===== config.mk =====
export PLATFORM = sky130hd
export DESIGN_NAME = rcc_channel
export DESIGN_NICKNAME = d
export VERILOG_FILES = /design/src/shared/rcc_pkg.sv /design/src/verilog/rcc_channel.sv
export VERILOG_INCLUDE_DIRS = /design/src /design/src/shared
export SDC_FILE = /design/constraint.sdc
export NUM_CORES = 1
export LEC_CHECK = 0
export BUFFER_PORTS_ARGS = -buffer_cell sky130_fd_sc_hd__buf_2
export CORE_ASPECT_RATIO = 1.2
export CORE_MARGIN = 10
export CORE_UTILIZATION = 40
export DETAILED_ROUTE_END_ITERATION = 10
export GPL_TIMING_DRIVEN = 0
export PLACE_DENSITY_LB_ADDON = 0.15
export SLEW_MARGIN = 15
export SYNTH_ARGS = -nofsm -noshare
export SYNTH_HDL_FRONTEND = slang
export SYNTH_SLANG_ARGS = --single-unit
export TNS_END_PERCENT = 100

===== constraint.sdc =====
create_clock -name mclk -period 4.55 [get_ports mclk]
set_clock_uncertainty 0.05 [all_clocks]
set_input_delay 0.2275 -clock mclk [delete_from_list [all_inputs] [get_ports mclk]]
set_output_delay 0.2275 -clock mclk [all_outputs]
set_load 0.05 [all_outputs]

===== src/shared/rcc_consts.svh =====
// Register offsets, field positions and reset values of the retimer channel control
`ifndef RCC_CONSTS_SVH
`define RCC_CONSTS_SVH
`define RCC_OFS_RESET 8'h00
`define RCC_OFS_BOOST_OVR_VAL 8'h03
`define RCC_OFS_OUT_SEL_EN 8'h09
`define RCC_OFS_SM_RESET 8'h0a
`define RCC_OFS_OUT_MUX 8'h1e
`define RCC_OFS_EQ_OVR 8'h2d
`define RCC_OFS_RATE 8'h2f
`define RCC_OFS_ADAPT 8'h31
`define RCC_OFS_FIXED_BOOST 8'h3a
`define RCC_OFS_BOOST_RB 8'h52
`define RCC_OFS_TAP3 8'h73
`define RCC_OFS_TAP4 8'h74
`define RCC_OFS_TAP5 8'h75
`define RCC_BIT_CHAN_RESET 2
`define RCC_BIT_SM_OVR_EN 3
`define RCC_BIT_SM_FORCE 2
`define RCC_BIT_EQ_OVR 3
`define RCC_BIT_OUT_SEL_EN 5
`define RCC_RST_RATE 8'h00
`define RCC_RST_OUT_MUX 8'h20
`define RCC_RST_ADAPT 8'h00
`define RCC_RST_FIXED_BOOST 8'h00
`define RCC_RST_BOOST_OVR 8'h00
`define RCC_RATE_RESET_CODE 4'h0
`define RCC_TAP_RESET 5'h00
`define RCC_DWELL_CYC 16'h0400
`define RCC_VCO_MIN_MHZ 8500
`define RCC_VCO_MAX_MHZ 11300
`endif


===== src/shared/rcc_pkg.sv =====
// Types of the retimer channel control
package rcc_pkg;
  typedef struct packed {
    logic wr;
    logic rd;
    logic [7:0] addr;
    logic [7:0] wdata;
  } rcc_req_t;
  typedef struct packed {
    logic [3:0] ratios;
    logic [15:0] vco_mhz;
  } rcc_grp_t;
  typedef enum logic [4:0] {
    ST_RESET = 5'b0_0001,
    ST_IDLE = 5'b0_0010,
    ST_SEARCH = 5'b0_0100,
    ST_ADAPT = 5'b0_1000,
    ST_LOCKED = 5'b1_0000
  } rcc_state_t;
  typedef enum logic [1:0] {
    OUT_MUTE = 2'h0,
    OUT_RAW = 2'h1,
    OUT_RETIMED = 2'h2
  } rcc_out_t;
endpackage


===== src/verilog/rcc_channel.sv =====
// Channel control of one retimer lane: registers, CDR sequencer, equalizer and output select
`timescale 1ns/1ps
`include "rcc_consts.svh"
module rcc_channel (
  input wire logic mclk,
  input wire logic sys_rst,
  // Register access
  input wire rcc_pkg::rcc_req_t req,
  output logic [7:0] rdata_ff,
  output logic rvalid_ff,
  // Analog status and results
  input wire logic sig_det,
  input wire logic phase_lock,
  input wire logic adapt_done,
  input wire logic [3:0] adapt_boost,
  input wire logic [14:0] tap_res,
  input wire logic tap_valid,
  // Analog controls
  output logic cdr_rst_ff,
  output logic adapt_en_ff,
  output logic [1:0] adapt_mode_ff,
  output logic [1:0] div_sel_ff,
  output logic [15:0] vco_mhz_ff,
  output logic [3:0] boost_ff,
  output rcc_pkg::rcc_out_t out_sel_ff,
  output logic drv_pwr_ff
);
  import rcc_pkg::*;

  logic [7:0] reg_boost_ovr_ff, reg_out_en_ff, reg_sm_ff, reg_mux_ff;
  logic [7:0] reg_eq_ovr_ff, reg_rate_ff, reg_adapt_ff, reg_fixed_ff;
  logic [4:0] tap_ff [3];
  rcc_state_t state_ff;
  logic [1:0] rate_idx_ff;
  logic [15:0] dwell_ff;
  logic chan_rst;
  logic sm_hold;
  rcc_grp_t grp0, grp1;
  logic [1:0] cur_div;
  logic [3:0] cur_ratios;
  logic [3:0] nxt_boost;

  // Table of ratio groups per rate code
  function automatic rcc_grp_t grp_lookup(input logic [3:0] code, input logic g1);
    rcc_grp_t r;
    r = '{ratios: 4'h1, vco_mhz: 16'd10313};
    case (code)
      4'h0, 4'hf: r = g1 ? rcc_grp_t'{4'h1, 16'd10313} : rcc_grp_t'{4'h8, 16'd10000};
      4'h1: r = g1 ? rcc_grp_t'{4'h1, 16'd10519} : rcc_grp_t'{4'h7, 16'd8500};
      4'h2: r = '{4'h7, 16'd10000};
      4'h3: r = '{4'h7, 16'd9830};
      4'h4: r = '{4'h6, 16'd12288};
      4'h5: r = '{4'h5, 16'd9953};
      4'h6: r = '{4'hf, 16'd12000};
      4'h7: r = '{4'h1, 16'd8250};
      4'h8: r = '{4'h1, 16'd8500};
      4'h9: r = '{4'h1, 16'd11500};
      4'ha: r = '{4'h2, 16'd12500};
      4'hb: r = '{4'h6, 16'd12500};
      4'hc: r = '{4'h1, 16'd10313};
      4'hd: r = '{4'h1, 16'd9953};
      4'he: r = '{4'h1, 16'd7500};
      default: r = '{4'h1, 16'd10313};
    endcase
    return r;
  endfunction

  // Clamp oscillator to allowed span
  function automatic logic [15:0] vco_clamp(input logic [15:0] f);
    if (f < 16'(`RCC_VCO_MIN_MHZ)) begin
      return 16'(`RCC_VCO_MIN_MHZ);
    end else if (f > 16'(`RCC_VCO_MAX_MHZ)) begin
      return 16'(`RCC_VCO_MAX_MHZ);
    end
    return f;
  endfunction

  assign chan_rst = req.wr && req.addr == `RCC_OFS_RESET &&
    req.wdata[`RCC_BIT_CHAN_RESET];
  assign sm_hold = reg_sm_ff[`RCC_BIT_SM_OVR_EN] && reg_sm_ff[`RCC_BIT_SM_FORCE];
  assign grp0 = grp_lookup(reg_rate_ff[7:4], 1'b0);
  assign grp1 = grp_lookup(reg_rate_ff[7:4], 1'b1);
  assign cur_div = rate_idx_ff;
  assign cur_ratios = grp0.ratios | grp1.ratios;

  // Writable registers; channel reset restores all defaults
  always_ff @(posedge mclk or posedge sys_rst) begin
    if (sys_rst) begin
      reg_boost_ovr_ff <= `RCC_RST_BOOST_OVR;
      reg_out_en_ff <= 8'h00;
      reg_sm_ff <= 8'h00;
      reg_mux_ff <= `RCC_RST_OUT_MUX;
      reg_eq_ovr_ff <= 8'h00;
      reg_rate_ff <= `RCC_RST_RATE;
      reg_adapt_ff <= `RCC_RST_ADAPT;
      reg_fixed_ff <= `RCC_RST_FIXED_BOOST;
    end else if (chan_rst) begin
      reg_boost_ovr_ff <= `RCC_RST_BOOST_OVR;
      reg_out_en_ff <= 8'h00;
      reg_sm_ff <= 8'h00;
      reg_mux_ff <= `RCC_RST_OUT_MUX;
      reg_eq_ovr_ff <= 8'h00;
      reg_rate_ff <= `RCC_RST_RATE;
      reg_adapt_ff <= `RCC_RST_ADAPT;
      reg_fixed_ff <= `RCC_RST_FIXED_BOOST;
    end else if (req.wr) begin
      case (req.addr)
        `RCC_OFS_BOOST_OVR_VAL: reg_boost_ovr_ff <= req.wdata;
        `RCC_OFS_OUT_SEL_EN: reg_out_en_ff <= req.wdata;
        `RCC_OFS_SM_RESET: reg_sm_ff <= req.wdata;
        `RCC_OFS_OUT_MUX: reg_mux_ff <= req.wdata;
        `RCC_OFS_EQ_OVR: reg_eq_ovr_ff <= req.wdata;
        `RCC_OFS_RATE: reg_rate_ff <= req.wdata;
        `RCC_OFS_ADAPT: reg_adapt_ff <= req.wdata;
        `RCC_OFS_FIXED_BOOST: reg_fixed_ff <= req.wdata;
        default: ;
      endcase
    end
  end

  // Tap readback captured from the adaptation engine
  generate
    for (genvar i = 0; i < 3; i++) begin : g_tap
      always_ff @(posedge mclk or posedge sys_rst) begin
        if (sys_rst) begin
          tap_ff[i] <= `RCC_TAP_RESET;
        end else if (chan_rst) begin
          tap_ff[i] <= `RCC_TAP_RESET;
        end else if (tap_valid) begin
          tap_ff[i] <= tap_res[i*5 +: 5];
        end
      end
    end
  endgenerate

  // Read path; chan reset bit always reads zero
  always_ff @(posedge mclk or posedge sys_rst) begin
    if (sys_rst) begin
      rdata_ff <= 8'h00;
      rvalid_ff <= 1'b0;
    end else begin
      rvalid_ff <= req.rd;
      case (req.addr)
        `RCC_OFS_BOOST_OVR_VAL: rdata_ff <= reg_boost_ovr_ff;
        `RCC_OFS_OUT_SEL_EN: rdata_ff <= reg_out_en_ff;
        `RCC_OFS_SM_RESET: rdata_ff <= reg_sm_ff;
        `RCC_OFS_OUT_MUX: rdata_ff <= reg_mux_ff;
        `RCC_OFS_EQ_OVR: rdata_ff <= reg_eq_ovr_ff;
        `RCC_OFS_RATE: rdata_ff <= reg_rate_ff;
        `RCC_OFS_ADAPT: rdata_ff <= reg_adapt_ff;
        `RCC_OFS_FIXED_BOOST: rdata_ff <= reg_fixed_ff;
        `RCC_OFS_BOOST_RB: rdata_ff <= {4'h0, boost_ff};
        `RCC_OFS_TAP3: rdata_ff <= {3'h0, tap_ff[0]};
        `RCC_OFS_TAP4: rdata_ff <= {3'h0, tap_ff[1]};
        `RCC_OFS_TAP5: rdata_ff <= {3'h0, tap_ff[2]};
        default: rdata_ff <= 8'h00;
      endcase
    end
  end

  // CDR sequencer: search rates, lock, adapt
  always_ff @(posedge mclk or posedge sys_rst) begin
    if (sys_rst) begin
      state_ff <= ST_RESET;
      rate_idx_ff <= 2'h0;
      dwell_ff <= 16'h0000;
    end else if (sm_hold || chan_rst) begin
      state_ff <= ST_RESET;
      rate_idx_ff <= 2'h0;
      dwell_ff <= 16'h0000;
    end else begin
      case (state_ff)
        ST_RESET: state_ff <= ST_IDLE;
        ST_IDLE: begin
          if (sig_det) begin
            state_ff <= ST_SEARCH;
          end
        end
        ST_SEARCH: begin
          if (!sig_det) begin
            state_ff <= ST_IDLE;
          end else if (phase_lock && cur_ratios[rate_idx_ff]) begin
            state_ff <= ST_ADAPT;
          end else if (dwell_ff == `RCC_DWELL_CYC || !cur_ratios[rate_idx_ff]) begin
            dwell_ff <= 16'h0000;
            rate_idx_ff <= rate_idx_ff + 2'h1;
          end else begin
            dwell_ff <= dwell_ff + 16'h0001;
          end
        end
        ST_ADAPT: begin
          if (!sig_det || !phase_lock) begin
            state_ff <= ST_IDLE;
          end else if (adapt_done || rate_idx_ff >= 2'h2) begin
            state_ff <= ST_LOCKED;
          end
        end
        ST_LOCKED: begin
          if (!sig_det || !phase_lock) begin
            state_ff <= ST_IDLE;
          end
        end
        default: state_ff <= ST_RESET;
      endcase
    end
  end

  // Boost selection
  always_comb begin
    if (reg_eq_ovr_ff[`RCC_BIT_EQ_OVR]) begin
      nxt_boost = reg_boost_ovr_ff[3:0];
    end else if (cur_div >= 2'h2) begin
      nxt_boost = reg_fixed_ff[3:0];
    end else begin
      nxt_boost = adapt_boost;
    end
  end

  // Analog control outputs
  always_ff @(posedge mclk or posedge sys_rst) begin
    if (sys_rst) begin
      cdr_rst_ff <= 1'b1;
      adapt_en_ff <= 1'b0;
      adapt_mode_ff <= 2'h0;
      div_sel_ff <= 2'h0;
      vco_mhz_ff <= 16'h0000;
      boost_ff <= 4'h0;
      out_sel_ff <= OUT_MUTE;
      drv_pwr_ff <= 1'b0;
    end else begin
      cdr_rst_ff <= state_ff == ST_RESET;
      adapt_en_ff <= state_ff == ST_ADAPT && cur_div < 2'h2;
      adapt_mode_ff <= reg_adapt_ff[6:5];
      div_sel_ff <= cur_div;
      vco_mhz_ff <= vco_clamp(grp1.ratios[cur_div] ? grp1.vco_mhz : grp0.vco_mhz);
      boost_ff <= nxt_boost;
      drv_pwr_ff <= sig_det;
      if (!sig_det || state_ff != ST_LOCKED) begin
        out_sel_ff <= OUT_MUTE;
      end else if (reg_out_en_ff[`RCC_BIT_OUT_SEL_EN] && !reg_mux_ff[7]) begin
        out_sel_ff <= OUT_RAW;
      end else begin
        out_sel_ff <= OUT_RETIMED;
      end
    end
  end

  property p_mute;
    @(posedge mclk) disable iff (sys_rst) !sig_det |=> out_sel_ff == OUT_MUTE;
  endproperty
  a_mute: assert property (p_mute) else $error("output not muted without signal");

  property p_hold;
    @(posedge mclk) disable iff (sys_rst) sm_hold |=> ##1 cdr_rst_ff;
  endproperty
  a_hold: assert property (p_hold) else $error("sequencer not held in reset");

  property p_keep;
    @(posedge mclk) disable iff (sys_rst) (sm_hold && !req.wr) |=> $stable(reg_rate_ff);
  endproperty
  a_keep: assert property (p_keep) else $error("registers changed by sequencer reset");

  property p_chrst;
    @(posedge mclk) disable iff (sys_rst) chan_rst |=> reg_rate_ff == `RCC_RST_RATE;
  endproperty
  a_chrst: assert property (p_chrst) else $error("channel reset left register");

  property p_ovr;
    @(posedge mclk) disable iff (sys_rst)
      reg_eq_ovr_ff[`RCC_BIT_EQ_OVR] |=> boost_ff == $past(reg_boost_ovr_ff[3:0]);
  endproperty
  a_ovr: assert property (p_ovr) else $error("override boost not applied");

  property p_fixed;
    @(posedge mclk) disable iff (sys_rst)
      (!reg_eq_ovr_ff[`RCC_BIT_EQ_OVR] && cur_div >= 2'h2) |=>
        boost_ff == $past(reg_fixed_ff[3:0]);
  endproperty
  a_fixed: assert property (p_fixed) else $error("fixed boost not used");

  property p_rb;
    @(posedge mclk) disable iff (sys_rst)
      (req.rd && req.addr == `RCC_OFS_BOOST_RB) |=> rdata_ff == {4'h0, $past(boost_ff)};
  endproperty
  a_rb: assert property (p_rb) else $error("boost readback wrong");

  property p_vco;
    @(posedge mclk) disable iff (sys_rst)
      !$past(sys_rst) |->
        (vco_mhz_ff >= 16'(`RCC_VCO_MIN_MHZ) && vco_mhz_ff <= 16'(`RCC_VCO_MAX_MHZ));
  endproperty
  a_vco: assert property (p_vco) else $error("oscillator out of range");

  property p_raw;
    @(posedge mclk) disable iff (sys_rst)
      (sig_det && state_ff == ST_LOCKED && reg_out_en_ff[5] && !reg_mux_ff[7])
        |=> out_sel_ff == OUT_RAW;
  endproperty
  a_raw: assert property (p_raw) else $error("raw data not selected");

  property p_tap;
    @(posedge mclk) disable iff (sys_rst)
      (tap_valid && !chan_rst) |=> tap_ff[0] == $past(tap_res[4:0]);
  endproperty
  a_tap: assert property (p_tap) else $error("tap result not captured");

  property p_chclr;
    @(posedge mclk) disable iff (sys_rst) chan_rst |=>
      (state_ff == ST_RESET && tap_ff[0] == `RCC_TAP_RESET && reg_mux_ff == `RCC_RST_OUT_MUX);
  endproperty
  a_chclr: assert property (p_chclr) else $error("channel reset incomplete");

  property p_seek;
    @(posedge mclk) disable iff (sys_rst)
      (state_ff == ST_IDLE && sig_det && !sm_hold && !chan_rst) |=> state_ff == ST_SEARCH;
  endproperty
  a_seek: assert property (p_seek) else $error("no lock attempt with signal");

  property p_unlock;
    @(posedge mclk) disable iff (sys_rst) (state_ff != ST_LOCKED) |=> out_sel_ff == OUT_MUTE;
  endproperty
  a_unlock: assert property (p_unlock) else $error("output live without lock");

  property p_div;
    @(posedge mclk) disable iff (sys_rst) (cur_div >= 2'h2) |=> !adapt_en_ff;
  endproperty
  a_div: assert property (p_div) else $error("boost adapted at high divide");
endmodule


# Word level (Yosys, flattened, before mapping)
# Memory sizes are Yosys's and may differ from the RTL's.
# Cells that the tools add are included.
# word_totals
regBits	140
rom_bits	576
in_bits	43
output_inout_bits	38
elab_cells	161
mem_count	2
# classes
add_sub_neg	2
magnitude_cmp	5
eq_ne	24
muxes	63
bitwise_logic	1
n_reduce_logical	40
# memory_table
name	depth	width	read_ports	rd_clocked_by_memory_dff	wr	line_no	text
(name not given)	16	18	1	0	0	rcc_channel.sv:47	case (code)
(name not given)	16	18	1	0	0	rcc_channel.sv:47	
# op_table
cell	n
$mux 8	24
$mux 16	9
$pmux 8 s12	1
$mux 5	13
$eq 8x6->1 const B	4
$eq 8x7->1 const B	4
$reduce_bool 2->1	13
$pmux 5 s5	1
$add 16x1->16 const B	1
$eq 16x11->1 const B	1
$eq 8x4->1 const B	2
$gt 16x14->1 const B	1
$lt 16x14->1 const B	1
$reduce_and 2->1	8
$mux 2	7
$eq 8x2->1 const B	1
$eq 8x5->1 const B	1
$logic_not 8->1	1
$mux 4	2
$ne 4x4->1 const B	2
$reduce_and 4->1	2
$logic_and 1x1->1	6
$ne 3x3->1 const B	2
$eq 5x1->1 const B	1
16 further kinds	27

# Depth between registers and ports, before layout
# An unclocked memory read counts as a cell.
# depth
ltp_word	11
mapped_depth	11
ltp_nobuf	9

# Worst setup path before layout
# OpenSTA, ideal clock, no wires.
# synth_path
path_type	reg-to-reg
startpoint	register reg_rate_ff[4]
endpoint	register rate_idx_ff[1], in the netlist cur_div[1]
setup_time_ns	0.128
arrival_ns	2.710
required_time_ns	4.372
setup_slack_ns	1.663
path_stages_with_launch	12
cell_sequence	dfrtp_1 > clkbuf_1 > inv_1 > ha_1 > nor2b_1 > a211oi_1 > nor4_4 > o32ai_4 > a21oi_1 > nand2b_1 > buf_2 > mux2_1
# synth_between
elab_chain_len	8
# synth_lines
element	line_no	text
start: declaration	rcc_channel.sv:31	logic [7:0] reg_eq_ovr_ff, reg_rate_ff, reg_adapt_ff, reg_fixed_ff;
start signal: assignment	rcc_channel.sv:94	reg_rate_ff <= `RCC_RST_RATE;
start signal: assignment	rcc_channel.sv:103	reg_rate_ff <= `RCC_RST_RATE;
start signal: assignment	rcc_channel.sv:113	`RCC_OFS_RATE: reg_rate_ff <= req.wdata;
$mem_v2 16x18	n/a	
$or 4x4->4 *	rcc_channel.sv:84	assign cur_ratios = grp0.ratios | grp1.ratios;
$bmux 1 s2 *	rcc_channel.sv:182, rcc_channel.sv:184	
$mux 1 (not written as such) *	rcc_channel.sv:182, rcc_channel.sv:184	
$logic_not 1->1	rcc_channel.sv:184	end else if (dwell_ff == `RCC_DWELL_CYC || !cur_ratios[rate_idx_ff]) begin
$logic_or 1x1->1	rcc_channel.sv:184	
$reduce_bool 2->1 (no source line)	n/a	
$reduce_and 4->1 (no source line) *	n/a	
end signal: assignment	rcc_channel.sv:186	rate_idx_ff <= rate_idx_ff + 2'h1;
end: declaration	rcc_channel.sv:34	logic [1:0] rate_idx_ff;
# Mark *: on every way between the ends. The rest lies on a longest branch, timed or not. The select of a mux whose other input is x is not followed.
# A chain may end at the register's enable or synchronous reset.

# Worst setup path after layout
# Ends and elaborated chain as after synthesis.

==> impl_metrics.toml <==
[sta]
relSlewSlack_pct = 26.2
finalHoldViolCount = 0
drv_slew = 0
fin_setup_tns_ns = 0
tightest_slew_ns = 1.09
timing.final.ws_setup_ns = 0.872
setup_violations = 0
period_needed_ns = 3.68
period_share_pct = 80.8
rsz0062_at_grt = "no"
max_clock_freq_mhz = 272

[setup_path]
rr_worst_depth = 11
slowest_stage = "clkbuf_1"
startpoint_type = "register"
crit_type = "register to register"
path_max_fanout = 10
crit_required_ns = 4.81
crit_arrival_ns = 3.94
path_cells = "clkbuf_1 -> inv_1 -> ha_1 -> nor2b_1 -> a211oi_1 -> nor4_4 -> o32ai_4 -> a21oi_1 -> nand2b_1 -> buf_2 -> mux2_1"
worst_setup_path_end_kind = "register"
cpPeakStageDelay_ns = 0.51

[clocking]
cts_setup_buffers = 0
clock_path_buffers = 2
cts_max_level = 4
cts_sinks = 138
clk_latency_ns = 0.44
cts_buffers = 17
clk_pin_slew_ns = 0.06
cts_tree = "built"
cts_resized = 0
clockRootBuffer = "clkbuf_16"

[yosys]
syn_avg_cell_area_um2 = 9.92
synth_warnings = 0
ys_async_sr_fraction_pct = 100
synth_flop_cell = "dfrtp_1"
synth_edf_count = 0
ys_seq_area_share_pct = 47.4
ys_seq_elements = 138
syn_inst = 735
synth.largest_area_cell = "dfrtp_1"
synth_area_leaders = "dfrtp_1 (46%), a22o_1 (4.3%), nand2_1 (4.3%)"
yosysUniqueCellTypes = 86
synth_area_um2 = 7290
yosysTopAreaCellShare_pct = 46.3

[cells_and_area]
fin_util_pct = 48.5
final_area_um2 = 8750
fin_nets = 904
final_cell_mix = "dfrtp_1 (135), buf_2 (88), nand2_1 (84)"
final.fill_count = 1704
synthToLayoutAreaGrowth_pct = 20.1
antenna_cells = 0
multi_input_comb_area_um2 = 3530
layout_commonest_cell = "dfrtp_1"
regArea_um2 = 3460
drive_above_1_share_pct = 20.3

[floorplan]
core_area_um2 = 18000
die_h_um = 168
die_x_um = 143
ios = 81
initial_utilization_pct = 40.4
die_area_um2 = 24100
fp-row-count = 54

[place]
post-dp-hpwl_um = 15700
place_ws_ns = 0.886
placed_cell_area_um2 = 7990
portBuffers = 76
gp_congestion = 0.893

[run_status]
outcome = "finished clean"

[routing]
via_per_inst = 5.68
vias = 6170
wl_per_cell_um = 19.3
antenna_left = 0
drt-total-wl_um = 20900
drc = 0
drt_iter0_markers = 569
dr.pass1.iters = 6

[grt]
grt.total_usage_pct = 17.7
grt_max_degree = 76
grt_pass1_wl_um = 34000
antenna_found_initial = 0
grt_pass1_vias = 6440
gr-total-overflow = 0

[power]
power_per_cell_area_nw_per_um2 = 410
p_leak_nw = 4.02
p_total_mw = 3.59
peakVddDrop_uv = 266

[hold_path]
hold_class = "input port to register"
holdPathStages = 3

[flow_run]
cap_violations = 0
## layout make-up
type,count,share of cell area [%]
repair buffers,94,6.60
clock inverters,15,1.90
flip-flops and latches,138,39.5
well taps,224,3.20
multi-input cells,531,40.3
plain buffers,44,2.53
clock buffers,17,4.86
inverters,24,1.09
## stage by stage
stage	cells	hold slack [ns]
after CTS	1087	0.0128
after global routing	1087	0.0444
after detailed placement	1038	0.287
final	1087	0.0112
after floorplan	737	0.209
after global placement	1037	0.286
## layer usage
| metal | GRT usage, % | up-vias | wire length (um) |
|---|---|---|---|
| met5 | 0 | - | 0 |
| met4 | 7.34 | 0 | 452 |
| met3 | 3.91 | 37 | 889 |
| met2 | 31.1 | 184 | 11000 |
| met1 | 20.4 | 3012 | 8570 |
| li1 | - | 2937 | - |
## repair_timing
action | CTS | global route
hold endpoints to repair | 88 | 0
setup endpoints to repair | 0 | 0
hold buffers | 17 | 0
## cells in the mapped netlist (12+ instances only)
| library cell | n |
|---|---|
| a21oi_1 | 27 |
| a222oi_1 | 12 |
| a22o_1 | 36 |
| buf_2 | 12 |
| clkbuf_1 | 20 |
| dfrtp_1 | 135 |
| inv_1 | 22 |
| mux2i_1 | 26 |
| nand2_1 | 84 |
| nand3_1 | 19 |
| nand4_1 | 13 |
| nor2_1 | 62 |
| nor3_1 | 19 |
| o21ai_0 | 59 |
## registers in the layout, indices dropped and copies added (netlist names), 4 cells and up
signal	count
reg_boost_ovr_ff	8
reg_adapt_ff	8
state_ff	5
rdata_ff	8
reg_rate_ff	8
dwell_ff	16
boost_ff	4
reg_eq_ovr_ff	8
reg_fixed_ff	8
reg_sm_ff	8
reg_out_en_ff	8
reg_mux_ff	8
vco_mhz_ff	14
tap_ff	15
## final timing paths
kind	start	to	slack, ns
hold / removal	tap_res[8]	tap_ff[8]$_DFFE_PP0P_	0.01
setup reg to reg	reg_rate_ff[4]$_DFFE_PP0P_	cur_div[1]$_DFFE_PP0P_	0.87
setup / recovery	reg_rate_ff[4]$_DFFE_PP0P_	cur_div[1]$_DFFE_PP0P_	0.87
min in group asynchronous	sys_rst	reg_eq_ovr_ff[0]$_DFFE_PP0P_	0.42
hold reg to reg	cur_div[0]$_DFFE_PP0P_	div_sel_ff[0]$_DFF_PP0_	0.32
max in group asynchronous	sys_rst	reg_mux_ff[5]$_DFFE_PP1P_	3.24
## power breakdown
part           internal [mW]  total (mW)  switching [mW]  leakage [nW]
combinational          0.251       0.765           0.514          1.91
sequential              1.35        1.42          0.0712          1.82
clock                  0.816        1.40           0.583         0.280
total                   2.42        3.59            1.17          4.02
## worst max-delay path: cells and delay by family, from the launching register on
family | cells | cell delay, ns
AOI/OAI and AO/OA | 3 | 0.99
adders and majority gates | 1 | 0.35
buffers and inverters | 3 | 0.94
DFF | 1 | 0.46
muxes | 1 | 0.32
and+or+nand+nor | 3 | 0.46
## kinds of logic after synthesis
| logic type | share of synthesized area (%) |
|---|---|
| AND/OR/NAND/NOR | 18.2 |
| XOR/XNOR | 1.20 |
| adder cells (fa/ha/maj) | 1.89 |
| buffers and inverters | 4.27 |
| flip-flops | 47.4 |
| multiplexers | 5.42 |
| AO/OA/AOI/OAI | 21.5 |
| other | 0.103 |
(Power assumes the default switching activity.)
